**src/include/cam_trigger_defines.vh**
```
// Constants for the exposure-trigger and indicator controller.
// Assumes a 20 MHz system clock and a byte-addressed Avalon-MM slave port.
`ifndef CAM_TRIGGER_DEFINES_VH
`define CAM_TRIGGER_DEFINES_VH

// Clock
`define CLK_MHZ 20

// Register byte offsets
`define REG_CTRL 4'h0
`define REG_EXPOSURE 4'h4
`define REG_READOUT 4'h8
`define REG_STATUS 4'hc

// Control register fields
`define CTRL_MODE_LSB 0
`define CTRL_MODE_MSB 2
`define CTRL_COOL_BIT 3
`define CTRL_SYNC_MODE_BIT 4
`define CTRL_RUN_BIT 5
`define CTRL_RESET 6'h00

// Trigger modes
`define MODE_CONTINUAL 3'h0
`define MODE_EDGE_RISE 3'h1
`define MODE_EDGE_FALL 3'h2
`define MODE_LEVEL_HIGH 3'h3
`define MODE_LEVEL_LOW 3'h4
`define MODE_SOFTWARE 3'h5

// Status register: write bit 0 is the software trigger
`define STATUS_SWTRIG_BIT 0

// Timing, microseconds and derived cycle counts
`define TIME_W 24
`define EXPOSURE_DEFAULT_US 1000
`define READOUT_DEFAULT_US 2000
`define EXPOSURE_DEFAULT_CYC (`EXPOSURE_DEFAULT_US * `CLK_MHZ)
`define READOUT_DEFAULT_CYC (`READOUT_DEFAULT_US * `CLK_MHZ)

`endif

```
**src/pin_sync.v**
```verilog
// Two-flop synchronisers for asynchronous pins, one per bit.
// Assumes inputs come from outside the clk domain.
module pin_sync #(
  parameter WIDTH = 1
) (
  // Clock and reset
  input wire clk,
  input wire rst,
  // Pins and synchronised copies
  input wire [WIDTH-1:0] pinIn,
  output reg [WIDTH-1:0] pinSync
);

  reg [WIDTH-1:0] stage1_r;

  // First stage feeds only the second stage
  always @(posedge clk) begin
    if (rst) begin
      stage1_r <= {WIDTH{1'b0}};
      pinSync <= {WIDTH{1'b0}};
    end else begin
      stage1_r <= pinIn;
      pinSync <= stage1_r;
    end
  end

endmodule

```
**src/camera_exposure_trigger_control.v**
```verilog
// Exposure trigger, sync outputs and indicator lamps of a digital camera.
// Assumes one 20 MHz clock, a synchronous reset and an Avalon-MM master.
// Summary of operation
// - Edge modes start integration on the chosen transition of the trigger input.
// - Edge modes time integration from the exposure register, not the trigger width.
// - Edge modes may expose while the previous frame is still reading out.
// - Level-high mode integrates from a rising trigger edge seen in idle until the trigger level goes low.
// - Level-low mode integrates from a falling trigger edge seen in idle until the trigger level goes high.
// - The exposure lamp is lit while integrating and dark otherwise.
// - The cooling lamp is lit only on cooled variants with cooling enabled.
// - The power lamp is lit whenever the camera is switched on.
// - The trigger pin is active low.
// - The readout sync output is high for the whole of sensor readout.
// - The second sync output shows exposure or trigger mask by configured mode.
//
// Added by the designer: the register offsets and the Avalon-MM register port.
`include "cam_trigger_defines.vh"

module camera_exposure_trigger_control (
  // Clock and reset
  input wire clk,
  input wire rst,
  // Avalon-MM slave
  input wire [3:0] address,
  input wire read,
  input wire write,
  input wire [31:0] writedata,
  output reg [31:0] readdata,
  output wire waitrequest,
  // External pins
  input wire triggerInN,
  input wire powerSwitch,
  input wire cooledVariant,
  // Sensor and sync outputs
  output wire integrate,
  output wire readoutSync,
  output wire exposure_mask_output,
  // Indicator lamps
  output reg powerLamp,
  output reg exposureLamp,
  output reg coolingLamp
);

  localparam ST_IDLE = 2'd0;
  localparam ST_EXPOSE = 2'd1;
  localparam ST_HOLD = 2'd2;

  wire [2:0] pinSync;
  reg trigLevelPrev_r;
  reg ackR;
  reg [5:0] ctrl_r;
  reg [`TIME_W-1:0] exposureLen_r;
  reg [`TIME_W-1:0] readoutLen_r;
  reg [1:0] state_r;
  reg [1:0] state_nxt;
  reg [`TIME_W-1:0] expCnt_r;
  reg [`TIME_W-1:0] rdCnt_r;
  reg [15:0] frameCount_r;
  reg swTrig;
  reg startReq;
  reg stopReq;

  pin_sync #(
    .WIDTH(3)
  ) u_sync (
    .clk(clk),
    .rst(rst),
    .pinIn({cooledVariant, powerSwitch, ~triggerInN}),
    .pinSync(pinSync)
  );

  // Inverted ahead of the flops so their reset value is the idle level; no false edge after reset
  wire trigLevel = pinSync[0];
  // Integer defaults cut to the timer width on purpose
  wire [31:0] exposureDefault = `EXPOSURE_DEFAULT_CYC;
  wire [31:0] readoutDefault = `READOUT_DEFAULT_CYC;
  wire trigRise = trigLevel & ~trigLevelPrev_r;
  wire trigFall = ~trigLevel & trigLevelPrev_r;
  wire [2:0] mode = ctrl_r[`CTRL_MODE_MSB:`CTRL_MODE_LSB];
  wire readoutBusy = (rdCnt_r != {`TIME_W{1'b0}});
  wire busAccess = read | write;
  wire busDone = busAccess & ackR;

  // One wait state on every access; the answer edge is the second one
  assign waitrequest = busAccess & ~ackR;

  always @(posedge clk) begin
    if (rst) begin
      trigLevelPrev_r <= 1'b0;
    end else begin
      trigLevelPrev_r <= trigLevel;
    end
  end

  // Bus slave: registers take writes at the edge where waitrequest is low
  always @(posedge clk) begin
    if (rst) begin
      ackR <= 1'b0;
      ctrl_r <= `CTRL_RESET;
      exposureLen_r <= exposureDefault[`TIME_W-1:0];
      readoutLen_r <= readoutDefault[`TIME_W-1:0];
      readdata <= 32'h0000_0000;
    end else begin
      ackR <= busAccess & ~ackR;
      if (write & ackR) begin
        case (address)
          `REG_CTRL: begin
            ctrl_r <= writedata[5:0];
          end
          `REG_EXPOSURE: begin
            exposureLen_r <= writedata[`TIME_W-1:0];
          end
          `REG_READOUT: begin
            readoutLen_r <= writedata[`TIME_W-1:0];
          end
          default: begin
          end
        endcase
      end
      // Data captured one edge early so it stands at the answer edge
      if (read & ~ackR) begin
        case (address)
          `REG_CTRL: begin
            readdata <= {26'h000_0000, ctrl_r};
          end
          `REG_EXPOSURE: begin
            readdata <= {8'h00, exposureLen_r};
          end
          `REG_READOUT: begin
            readdata <= {8'h00, readoutLen_r};
          end
          `REG_STATUS: begin
            readdata <= {frameCount_r, 12'h000, readoutBusy, state_r, integrate};
          end
          default: begin
            readdata <= 32'h0000_0000;
          end
        endcase
      end
    end
  end

  always @* begin
    swTrig = write & ackR & (address == `REG_STATUS) & writedata[`STATUS_SWTRIG_BIT];
  end

  // Start sources per mode; external edges count only in external modes
  always @* begin
    startReq = 1'b0;
    stopReq = 1'b0;
    case (mode)
      `MODE_CONTINUAL: begin
        startReq = ctrl_r[`CTRL_RUN_BIT] & ~readoutBusy;
        stopReq = (expCnt_r >= exposureLen_r);
      end
      `MODE_EDGE_RISE: begin
        startReq = trigRise;
        stopReq = (expCnt_r >= exposureLen_r);
      end
      `MODE_EDGE_FALL: begin
        startReq = trigFall;
        stopReq = (expCnt_r >= exposureLen_r);
      end
      `MODE_LEVEL_HIGH: begin
        startReq = trigRise;
        stopReq = ~trigLevel;
      end
      `MODE_LEVEL_LOW: begin
        startReq = trigFall;
        stopReq = trigLevel;
      end
      `MODE_SOFTWARE: begin
        startReq = swTrig;
        stopReq = (expCnt_r >= exposureLen_r);
      end
      default: begin
        startReq = 1'b0;
        stopReq = 1'b1;
      end
    endcase
  end

  always @* begin
    state_nxt = state_r;
    case (state_r)
      ST_IDLE: begin
        // Idle is reachable while readout runs, so edge triggers overlap it
        if (startReq) begin
          state_nxt = ST_EXPOSE;
        end
      end
      ST_EXPOSE: begin
        if (stopReq) begin
          state_nxt = readoutBusy ? ST_HOLD : ST_IDLE;
        end
      end
      ST_HOLD: begin
        if (!readoutBusy) begin
          state_nxt = ST_IDLE;
        end
      end
      default: begin
        state_nxt = ST_IDLE;
      end
    endcase
  end

  // Exposure timer, readout timer and frame counter
  always @(posedge clk) begin
    if (rst) begin
      state_r <= ST_IDLE;
      expCnt_r <= {`TIME_W{1'b0}};
      rdCnt_r <= {`TIME_W{1'b0}};
      frameCount_r <= 16'h0000;
    end else begin
      state_r <= state_nxt;
      if (state_r == ST_IDLE) begin
        expCnt_r <= {{(`TIME_W-1){1'b0}}, 1'b1};
      end else if (state_r == ST_EXPOSE) begin
        expCnt_r <= expCnt_r + {{(`TIME_W-1){1'b0}}, 1'b1};
      end
      // Frame leaves the sensor once exposure is over and readout is free
      if ((state_r == ST_EXPOSE && stopReq && !readoutBusy) || (state_r == ST_HOLD && !readoutBusy)) begin
        rdCnt_r <= (readoutLen_r == {`TIME_W{1'b0}}) ? {{(`TIME_W-1){1'b0}}, 1'b1} : readoutLen_r;
        frameCount_r <= frameCount_r + 16'h0001;
      end else if (readoutBusy) begin
        rdCnt_r <= rdCnt_r - {{(`TIME_W-1){1'b0}}, 1'b1};
      end
    end
  end

  assign integrate = (state_r == ST_EXPOSE);
  assign readoutSync = readoutBusy;
  // With the sync mode bit set, mask is high whenever a new trigger would not be taken; otherwise it follows integrate
  assign exposure_mask_output = ctrl_r[`CTRL_SYNC_MODE_BIT] ? (state_r != ST_IDLE) : integrate;

  // Lamps; cooled strap is read only after reset has been released
  always @(posedge clk) begin
    if (rst) begin
      powerLamp <= 1'b0;
      exposureLamp <= 1'b0;
      coolingLamp <= 1'b0;
    end else begin
      powerLamp <= pinSync[1];
      exposureLamp <= integrate;
      coolingLamp <= pinSync[2] & ctrl_r[`CTRL_COOL_BIT];
    end
  end

endmodule

```
**config.mk**
```make
export PLATFORM = sky130hd
export DESIGN_NAME = camera_exposure_trigger_control
export DESIGN_NICKNAME = d
export VERILOG_FILES = /design/src/pin_sync.v /design/src/camera_exposure_trigger_control.v
export VERILOG_INCLUDE_DIRS = /design/src /design/src/include
export SDC_FILE = /design/constraint.sdc
export NUM_CORES = 1
export LEC_CHECK = 0
export BUFFER_PORTS_ARGS = -buffer_cell sky130_fd_sc_hd__buf_4
export CELL_PAD_IN_SITES_DETAIL_PLACEMENT = 1
export CELL_PAD_IN_SITES_GLOBAL_PLACEMENT = 1
export CORE_ASPECT_RATIO = 0.5
export CORE_UTILIZATION = 25
export DETAILED_ROUTE_END_ITERATION = 12
export PLACE_DENSITY_LB_ADDON = 0.1
export RECOVER_POWER = 25
export SETUP_SLACK_MARGIN = 0.4
export SLEW_MARGIN = 20
export SYNTH_ARGS = -nofsm -noshare
export SYNTH_HDL_FRONTEND = slang
export SYNTH_SLANG_ARGS = --single-unit
```
**constraint.sdc**
```tcl
create_clock -name clk -period 3.4 [get_ports clk]
set_input_delay 0.34 -clock clk [delete_from_list [all_inputs] [get_ports clk]]
set_output_delay 0.34 -clock clk [all_outputs]
set_load 0.005 [all_outputs]
```
==> results of run 1 <==
[power breakdown]
part / total (uW) / switching [uW] / leakage (uW) / internal [uW]
sequential: 2140 / 115 / 0.00132 / 2030
clock: 2220 / 859 / 0.000323 / 1360
combinational: 1020 / 564 / 0.00178 / 451
total: 5380 / 1540 / 0.00342 / 3840
[path summary, 6_finish.rpt]
kind                       from            endpoint  slack [ns]
max                  rdCnt_r[0]         readoutSync        0.48
min reg2reg  u_sync.stage1_r[2]   u_sync.pinSync[2]        0.44
min                  triggerInN  u_sync.stage1_r[0]        0.07
max reg2reg   exposureLen_r[13]    frameCount_r[13]        0.50
[flip-flops by register name (all words and copies together) (netlist names)]
register,cells
readoutLen_r,24
exposureLen_r,24
powerLamp,1
state_r,2
trigLevelPrev_r,1
coolingLamp,1
readdata,32
rdCnt_r,24
u_sync.pinSync,3
expCnt_r,24
ctrl_r,6
frameCount_r,16
ackR,1
u_sync.stage1_r,3
exposureLamp,1
[area by class of cell]
| class | count | area [um2] | share of cell area [%] |
|---|---|---|---|
| Sequential cell | 163 | 3270 | 35.0 |
| Tap cell | 391 | 489 | 5.25 |
| Clock buffer | 20 | 467 | 5.00 |
| Inverter | 31 | 126 | 1.35 |
| Clock inverter | 12 | 201 | 2.16 |
| Timing Repair Buffer | 112 | 801 | 8.59 |
| Multi-Input combinational cell | 670 | 3980 | 42.6 |
[repair_timing]
| item | in CTS | in global routing |
|---|---|---|
| endpoints found under the setup margin | 16 | 27 |
| pin swaps | 2 | 2 |
| buffers inserted | 3 | 2 |
| gates resized for setup | 12 | 13 |
[cells by family (layout without fill, tap and decap cells)]
group | after synthesis | count (layout) | synth area share, %
flops | 163 | 163 | 43.4
buf+inv | 87 | 175 | 4.56
compound gates | 212 | 212 | 17.8
fa+ha+maj | 27 | 27 | 4.50
xor+xnor | 43 | 43 | 5.01
simple gates | 381 | 381 | 23.8
mux | 7 | 7 | 0.950
[worst max-delay path, stage by stage (launching register included)]
cell,delay (ns)
dfxtp_2,0.36
inv_4,0.08
ha_4,0.14
or3b_4,0.39
or3_4,0.38
and4bb_4,0.37
inv_8,0.09
buf_4,0.17
buf_4,0.13
[cell usage after synthesis (5+ instances only)]
cell type  instances
nor3_1            18
or3_1              5
nand4_1            7
xnor2_1           14
o31ai_1            7
xor2_1            29
clkbuf_1          49
dfxtp_1          163
a21oi_1          110
nor2b_1           11
and3_1            12
nor2_1           105
a22oi_1           18
a222oi_1           9
nand2_1          139
a31oi_1            6
o21ai_0           16
inv_1             30
o211ai_1           7
o21a_1             8
or4_1             12
mux2i_1            6
o2bb2ai_1          7
nor4_1            12
ha_1              27
nand3_1           30
and4_1             8
[layer usage]
layer	share of wire (%)	vias to the layer above
li1	-	3382
met1	54	3399
met2	42	70
met3	2.9	16
met4	0.99	0
met5	0	-
[through the flow]
| stage | area (um2) | setup slack (ns) | util, % | power (uW) | std cells |
|---|---|---|---|---|---|
| after detailed placement | 8590 | 0.315 | 29.3 | 3140 | 1362 |
| after global routing | 9330 | 0.377 | 31.8 | 5660 | 1399 |
| after global placement | 8590 | 0.363 | 29.3 | 3110 | 1362 |
| after CTS | 9300 | 0.341 | 31.8 | 5420 | 1397 |
| after floorplan | 7510 | 0.616 | - | 2850 | 920 |
| final | 9330 | 0.485 | 31.8 | 5380 | 1399 |
==> impl_metrics.ini, run 1 <==
[global_routing]
use_met1_pct = 27.8
overflow = 0
antenna_found_initial = 0
first_global_vias = 6932
grtUsageMet3_pct = 3.23
grt_busiest_layer = met1
grt_max_degree = 74
grt.total_usage_pct = 18.4
use_met2_pct = 26.4
grt_pass1_wl_um = 42100

[timing]
clock_skew_ns = 0.00779
rsz0062_at_grt = true
fin_crit_ns = 2.92
finalHoldViolations = 0
slew-limit-headroom_pct = -16.2
fmax_ghz = 0.343
hold_ws_ns = 0.0665
finalSetupTns_ns = 0
max_slew.worst_pin.slew_ns = 1.74
final.period_utilization_pct = 85.7
drv_slew = 74
finalSetupViolCount = 0

[finish]
area_growth_pct = 24.2
nFillCells = 3463
antenna_cells = 0
layout-drive-gt1-share_pct = 16.0
final_common_cell = dfxtp_1
nets = 1065
final_cell_mix = dfxtp_1, nand2_1, a21oi_1

[routing]
drt_wl_total_um = 27400
drt_first_pass_iters = 9
drt_iter0_drc = 429
drc = 2
final_antenna_net_count = 0
detailroute.via_count = 6867
wl_per_cell_um = 19.6
viasPerCell = 4.91

[die]
fp.dieH_um = 125
row_count = 44
dieArea_um2 = 30800
ioPinCount = 82
die_w_um = 247
core_um2 = 29300
initial_utilization_pct = 25.6

[logic_synthesis]
synth_edf_count = 0
syn_inst = 920
synth_area_leaders = dfxtp_1, a21oi_1, nand2_1
synth_top_flop_cell = dfxtp_1
synth_seq_area_share_pct = 43.4
synth_top_area_share_pct = 43.4
ys_ff_latch = 163
syn_nets = 990
yosysWarnings = 0
synth.distinct_cells = 58
synthArstFlopShare_pct = 0
synthesis.area_um2 = 7510
synth_top_area_cell = dfxtp_1
avgSynthCellArea_um2 = 8.16

[clock_tree]
clk_latency_ns = 0.45
ctsHoldBuffers = 0
root_buffer = clkbuf_16
clk_pin_slew_ns = 0.07
numCtsBuffers = 17
cts.sinks = 163
cts_buffer_depth = 2
htreeDepth = 4
cts_tree = done

[critical_path]
required_ns = 3.06
start_kind = flop
path_max_fanout = 22
arrival_ns = 2.58
cp-end-kind = output port
critPathKind = reg -> out
ff2ff_path_depth = 10

[power_and_ir_drop]
leakagePower_uw = 0.00342
power.density_nw_per_um2 = 577
peakVddDrop_v = 0.000368

[run_status]
violations = DRC, capacitance limit, slew limit
status = complete, but fails checks

[placement]
post-dp-hpwl_um = 19900
io_buffers = 73
place.gp.congestion = 0.751

[hold_path]
min_path_cells = 2
hp-class = in -> reg

[flow_run]
drv_cap = 1
Note: power is estimated with default switching activity, not from simulation.
==> run 2, diff against run 1 <==
--- a/config.mk
+++ b/config.mk
@@ -13,8 +13,9 @@
 export CORE_UTILIZATION = 25
 export DETAILED_ROUTE_END_ITERATION = 12
 export PLACE_DENSITY_LB_ADDON = 0.1
-export RECOVER_POWER = 25
+export RECOVER_POWER = 100
 export SETUP_SLACK_MARGIN = 0.4
+export SKIP_LAST_GASP = 1
 export SLEW_MARGIN = 20
 export SYNTH_ARGS = -nofsm -noshare
 export SYNTH_HDL_FRONTEND = slang
==> run 2 against run 1 <==
Net effect:
- the run still ends with DRC, capacitance limit, slew limit left
- maximum frequency is 5.4% lower
- combinational power is essentially flat
- register-to-register slack got worse by 0.18 ns
- global-route usage unchanged
- routed wire length down 0.11%
- via count up 0.31%
- largest cell class unchanged
- largest power group unchanged
- sequential power about the same
- sequential cell count is the same
==> impl_metrics.ini, run 2 (same netlist as run 1, synthesis figures left out) <==
[routing]
final_antenna_net_count = 0
viasPerCell = 4.92
drt_iter0_drc = 436
drc = 4
drt_first_pass_iters = 9
detailroute.via_count = 6888
drt_wl_total_um = 27400
wl_per_cell_um = 19.6

[global_routing]
overflow = 0
grt_pass1_wl_um = 42100
grt_max_degree = 74
antenna_found_initial = 0
grt.total_usage_pct = 18.4
first_global_vias = 6932

[hold_path]
min_path_cells = 2
min_from = triggerInN
min_to = u_sync.stage1_r[0]
hp-class = in -> reg

[finish]
area_growth_pct = 23.4
nets = 1065
final_common_cell = dfxtp_1
layout-drive-gt1-share_pct = 14.7
regMostFlops = readdata
nFillCells = 3469
final_cell_mix = dfxtp_1, nand2_1, a21oi_1
largest_reg_flops = 32

[die]
row_count = 44
initial_utilization_pct = 25.6
die_w_um = 247
dieArea_um2 = 30800
fp.dieH_um = 125
core_um2 = 29300
ioPinCount = 82

[clock_tree]
root_buffer = clkbuf_16
htreeDepth = 4
cts_tree = done
clk_pin_slew_ns = 0.07
clk_latency_ns = 0.45
numCtsBuffers = 17
cts_buffer_depth = 2
cts.sinks = 163

[critical_path]
cp-end-kind = flop
critPathSlowestCell = or4_2
required_ns = 3.77
cpPeakStageDelay_ns = 0.72
ff2ff_path_depth = 10
critPathKind = reg -> reg
reg2reg_from = exposureLen_r[13]
cp_cell_sequence = inv_1 -> ha_1 -> and4_4 -> o211ai_1 -> or4_2 -> a311oi_4 -> buf_6 -> o21ai_2 -> or4_1 -> a21oi_1
start_kind = flop
r2r_slack_ns = 0.32
path_max_fanout = 6
arrival_ns = 3.45
rr_endpoint = frameCount_r[13]

[timing]
finalSetupTns_ns = 0
drv_slew = 74
clock_skew_ns = 0.00803
finalHoldViolations = 0
fmax_ghz = 0.325
slew-limit-headroom_pct = -17.7
finalSetupViolCount = 0
max_slew.worst_pin.slew_ns = 1.77
fin_crit_ns = 3.08
rsz0062_at_grt = true
final.period_utilization_pct = 90.6

[power_and_ir_drop]
leakagePower_uw = 0.00339
peakVddDrop_v = 0.000366
power.density_nw_per_um2 = 579
finalPower_uw = 5370

[flow_run]
drv_cap = 1

[placement]
place.gp.congestion = 0.751
io_buffers = 73
post-dp-hpwl_um = 19900

[run_status]
violations = DRC, capacitance limit, slew limit
status = complete, but fails checks
[run 2: cell count changes in the layout (fill, tap and decap cells not counted), moves of 2 or more]
cell | previous run | this run
buf_4 | 70 | 57
o21ai_0 | 14 | 16
o21ai_1 | 2 | 0
clkbuf_2 | 1 | 4
clkbuf_1 | 11 | 20
or4_4 | 3 | 1
[run 2: metal layers]
layer | routed length [um] | share of wire [%] | track usage [%] | vias up
li1 | - | - | - | 3387
met1 | 14800 | 54 | 27.8 | 3407
met2 | 11500 | 42 | 26.4 | 77
met3 | 801 | 2.9 | 3.23 | 17
met4 | 246 | 0.90 | 4.68 | 0
met5 | 0 | 0 | 0 | -
[run 2: worst max-delay path: cells and delay by family, from the launching register on]
family,cells,cell delay [ns]
AND/OR/NAND/NOR,3,1.48
AO/OA/AOI/OAI,4,0.60
flip-flops,1,0.36
adder cells (fa/ha/maj),1,0.30
buffers and inverters,2,0.26
[run 2: metrics by stage]
step | hold WS (ns) | area, um2 | setup slack, ns | util, % | instances
finish | 0.0683 | 9270 | 0.319 | 31.6 | 1400
global route | 0.0470 | 9270 | 0.198 | 31.6 | 1399
CTS | 0.0383 | 9300 | 0.341 | 31.8 | 1397
detailed placement | 0.436 | 8590 | 0.315 | 29.3 | 1362
global placement | 0.416 | 8590 | 0.363 | 29.3 | 1362
floorplan | 0.407 | 7510 | 0.616 | - | 920
[run 2: what timing repair did]
action,CTS,global route
gates cloned,0,0
hold buffers,0,0
resized for setup,12,13
setup buffers,3,2
setup endpoints to repair,16,27
hold endpoints to repair,0,0
pin swaps,2,2
[run 2: how the worst max path moves through the flow]
stage / to / slack, ns / cells past startpoint / start
5_1_grt: rdCnt_r[5] / 0.20 / 12 / exposureLen_r[10]
4_1_cts: readoutSync / 0.34 / 8 / rdCnt_r[0]
3_5_place_dp: frameCount_r[4] / 0.31 / 10 / exposureLen_r[21]
3_3_place_gp: frameCount_r[14] / 0.36 / 10 / exposureLen_r[21]
2_1_floorplan: frameCount_r[7] / 0.62 / 10 / exposureLen_r[15]
6_report: frameCount_r[13] / 0.32 / 10 / exposureLen_r[13]
[run 2: power by group]
part,internal (uW),switching (uW)
clock,1360,858
sequential,2030,115
combinational,443,560
[run 2: cell type report]
| class | instances | area [um2] | share of cell area (%) |
|---|---|---|---|
| antenna | 1 | 2.50 | 0.0270 |
| clock buffer | 20 | 467 | 5.04 |
| clock inverter | 12 | 201 | 2.17 |
| inverter | 31 | 126 | 1.36 |
| multi-input combinational | 670 | 3960 | 42.7 |
| sequential | 163 | 3270 | 35.2 |
| tap | 391 | 489 | 5.28 |
| timing repair buffer | 112 | 759 | 8.19 |
==> run 3, diff against run 2 <==
--- a/config.mk
+++ b/config.mk
@@ -9,7 +9,7 @@
 export BUFFER_PORTS_ARGS = -buffer_cell sky130_fd_sc_hd__buf_4
 export CELL_PAD_IN_SITES_DETAIL_PLACEMENT = 1
 export CELL_PAD_IN_SITES_GLOBAL_PLACEMENT = 1
-export CORE_ASPECT_RATIO = 0.5
+export CORE_ASPECT_RATIO = 1.25
 export CORE_UTILIZATION = 25
 export DETAILED_ROUTE_END_ITERATION = 12
 export PLACE_DENSITY_LB_ADDON = 0.1
==> run 3 against run 2 <==
Net effect:
- the run ends with capacitance limit, slew limit left
- setup slack gained 0.029 ns
- critical path type unchanged
- sequential cell count is the same
- sequential share of layout area grew 0.64 points
- clock skew about the same
- critical endpoint is now frameCount_r[4]
- clock power down 15%
- final cell count is essentially flat
- hold slack got worse by 0.0038 ns
- critical path depth unchanged
- count of clock-buffer cells in the layout grew 5
- largest power group is now sequential cells
- via count fell by 1.4%
- global-route usage fell by 0.084 points
- design area shrank 1.9%
==> impl_metrics.ini, run 3 (same netlist as run 1, synthesis figures left out) <==
[run_status]
status = complete, but fails checks
violations = capacitance limit, slew limit

[routing]
drc = 0
wl_per_cell_um = 19.3
drt_iter0_drc = 280
wl_met3_um = 489
drt_first_pass_iters = 7
viasPerCell = 4.85
drt_wl_total_um = 27000
detailroute.via_count = 6795
routedLengthMet1_um = 12600
final_antenna_net_count = 0
top_layer_used = met4
route.met2.wl_um = 13800

[timing]
finalSetupViolCount = 0
finalHoldViolations = 0
clock_skew_ns = 0.00842
max_slew.worst_pin.slew_ns = 2.63
final.period_utilization_pct = 89.8
fin_crit_ns = 3.05
rsz0062_at_grt = true
finalSetupTns_ns = 0
fmax_ghz = 0.328
drv_slew = 106
slew-limit-headroom_pct = -75.1

[finish]
nFillCells = 3561
fin_util_pct = 30.9
final_common_cell = dfxtp_1
antenna_cells = 0
layout-drive-gt1-share_pct = 13.3
final_cell_mix = dfxtp_1, nand2_1, a21oi_1
regMostFlops = readdata
nets = 1064
largest_reg_flops = 32
area_growth_pct = 21.1

[hold_path]
hp-class = in -> reg

[clock_tree]
clk_latency_ns = 0.43
cts_buffer_depth = 2
root_buffer = clkbuf_16
cts.sinks = 163
numCtsBuffers = 17
htreeDepth = 4
cts_tree = done
clk_pin_slew_ns = 0.06

[critical_path]
crit_end = frameCount_r[4]
r2r_slack_ns = 0.35
ff2ff_path_depth = 10
path_max_fanout = 10
cp-end-kind = flop
required_ns = 3.73
arrival_ns = 3.39
reg2reg_from = exposureLen_r[11]
crit_start = exposureLen_r[11]
start_kind = flop
critPathKind = reg -> reg
rr_endpoint = frameCount_r[4]

[global_routing]
antenna_found_initial = 0
grt_pass1_wl_um = 41800
first_global_vias = 6948
grt.total_usage_pct = 18.3
grt_max_degree = 59
overflow = 0

[power_and_ir_drop]
seqPwrFrac_pct = 42.6
p_sw_share_pct = 29.1
switchingPower_uw = 1460
intPower_uw = 3560
peakVddDrop_v = 0.000297
clkPwrFrac_pct = 37.7
leakagePower_uw = 0.00334
power_frac_comb_pct = 19.7
power.density_nw_per_um2 = 551

[die]
row_count = 70
ioPinCount = 82
core_um2 = 29400
die_w_um = 157
fp.dieH_um = 196
dieArea_um2 = 30700
initial_utilization_pct = 25.5

[placement]
place.gp.congestion = 0.756
post-dp-hpwl_um = 19100
io_buffers = 73

[flow_run]
drv_cap = 3
## run 3: critical path: stages, from the launching register on
cell and delay (ns):
dfxtp_1 0.34, inv_1 0.07, ha_1 0.32, and4_4 0.24, o211ai_1 0.09, or4_1 0.59, a311oi_1 0.35, buf_6 0.19
nor2_2 0.10, or4_1 0.52, a21oi_1 0.14
## run 3: metal layers
metal  track usage [%]  vias up
li1                  -     3366
met1              23.6     3358
met2              31.8       65
met3              2.63        6
met4              4.53        0
met5                 0        -
## run 3: layout make-up
type                    instances  area (um2)  share of cell area [%]
well taps                     396         495                    5.45
repair buffers                111         772                    8.49
multi-input cells             670        3890                    42.8
clock inverters                 5        50.0                   0.550
clock buffers                  25         505                    5.56
inverters                      31         119                    1.31
flip-flops and latches        163        3260                    35.9
## run 3: what timing repair did
action,in CTS,in global routing
endpoints found under the setup margin,17,16
setup buffers,2,3
gates resized for setup,1,10
pin swaps,2,3
gates cloned,0,0
hold buffers,0,0
## run 3: how the worst min path moves through the flow
stage                       startpoint  slack (ns)  cells after the start                  to
global route                triggerInN        0.05                      2  u_sync.stage1_r[0]
floorplan                   triggerInN        0.41                      1  u_sync.stage1_r[0]
global placement    u_sync.stage1_r[1]        0.42                      1   u_sync.pinSync[1]
CTS                         triggerInN        0.04                      2  u_sync.stage1_r[0]
detailed placement   u_sync.pinSync[1]        0.43                      1           powerLamp
finish                      triggerInN        0.06                      2  u_sync.stage1_r[0]
## run 3: power groups by stage
stage	clock network, uW	registers [uW]	logic [uW]
4_1_cts	1950	2140	999
3_5_place_dp	0	2180	989
5_1_grt	2030	2150	1110
6_report	1890	2140	988
3_3_place_gp	0	2180	982
2_1_floorplan	0	2150	700
## run 3: per-stage QoR
step / cells / hold slack [ns] / worst slack, ns / total power [uW] / area (um2)
floorplan: 920 / 0.407 / 0.616 / 2850 / 7510
global placement: 1366 / 0.419 / 0.267 / 3160 / 8580
detailed placement: 1366 / 0.428 / 0.242 / 3170 / 8580
CTS: 1398 / 0.0406 / 0.308 / 5090 / 9160
global route: 1401 / 0.0477 / 0.217 / 5290 / 9100
finish: 1401 / 0.0646 / 0.348 / 5010 / 9100
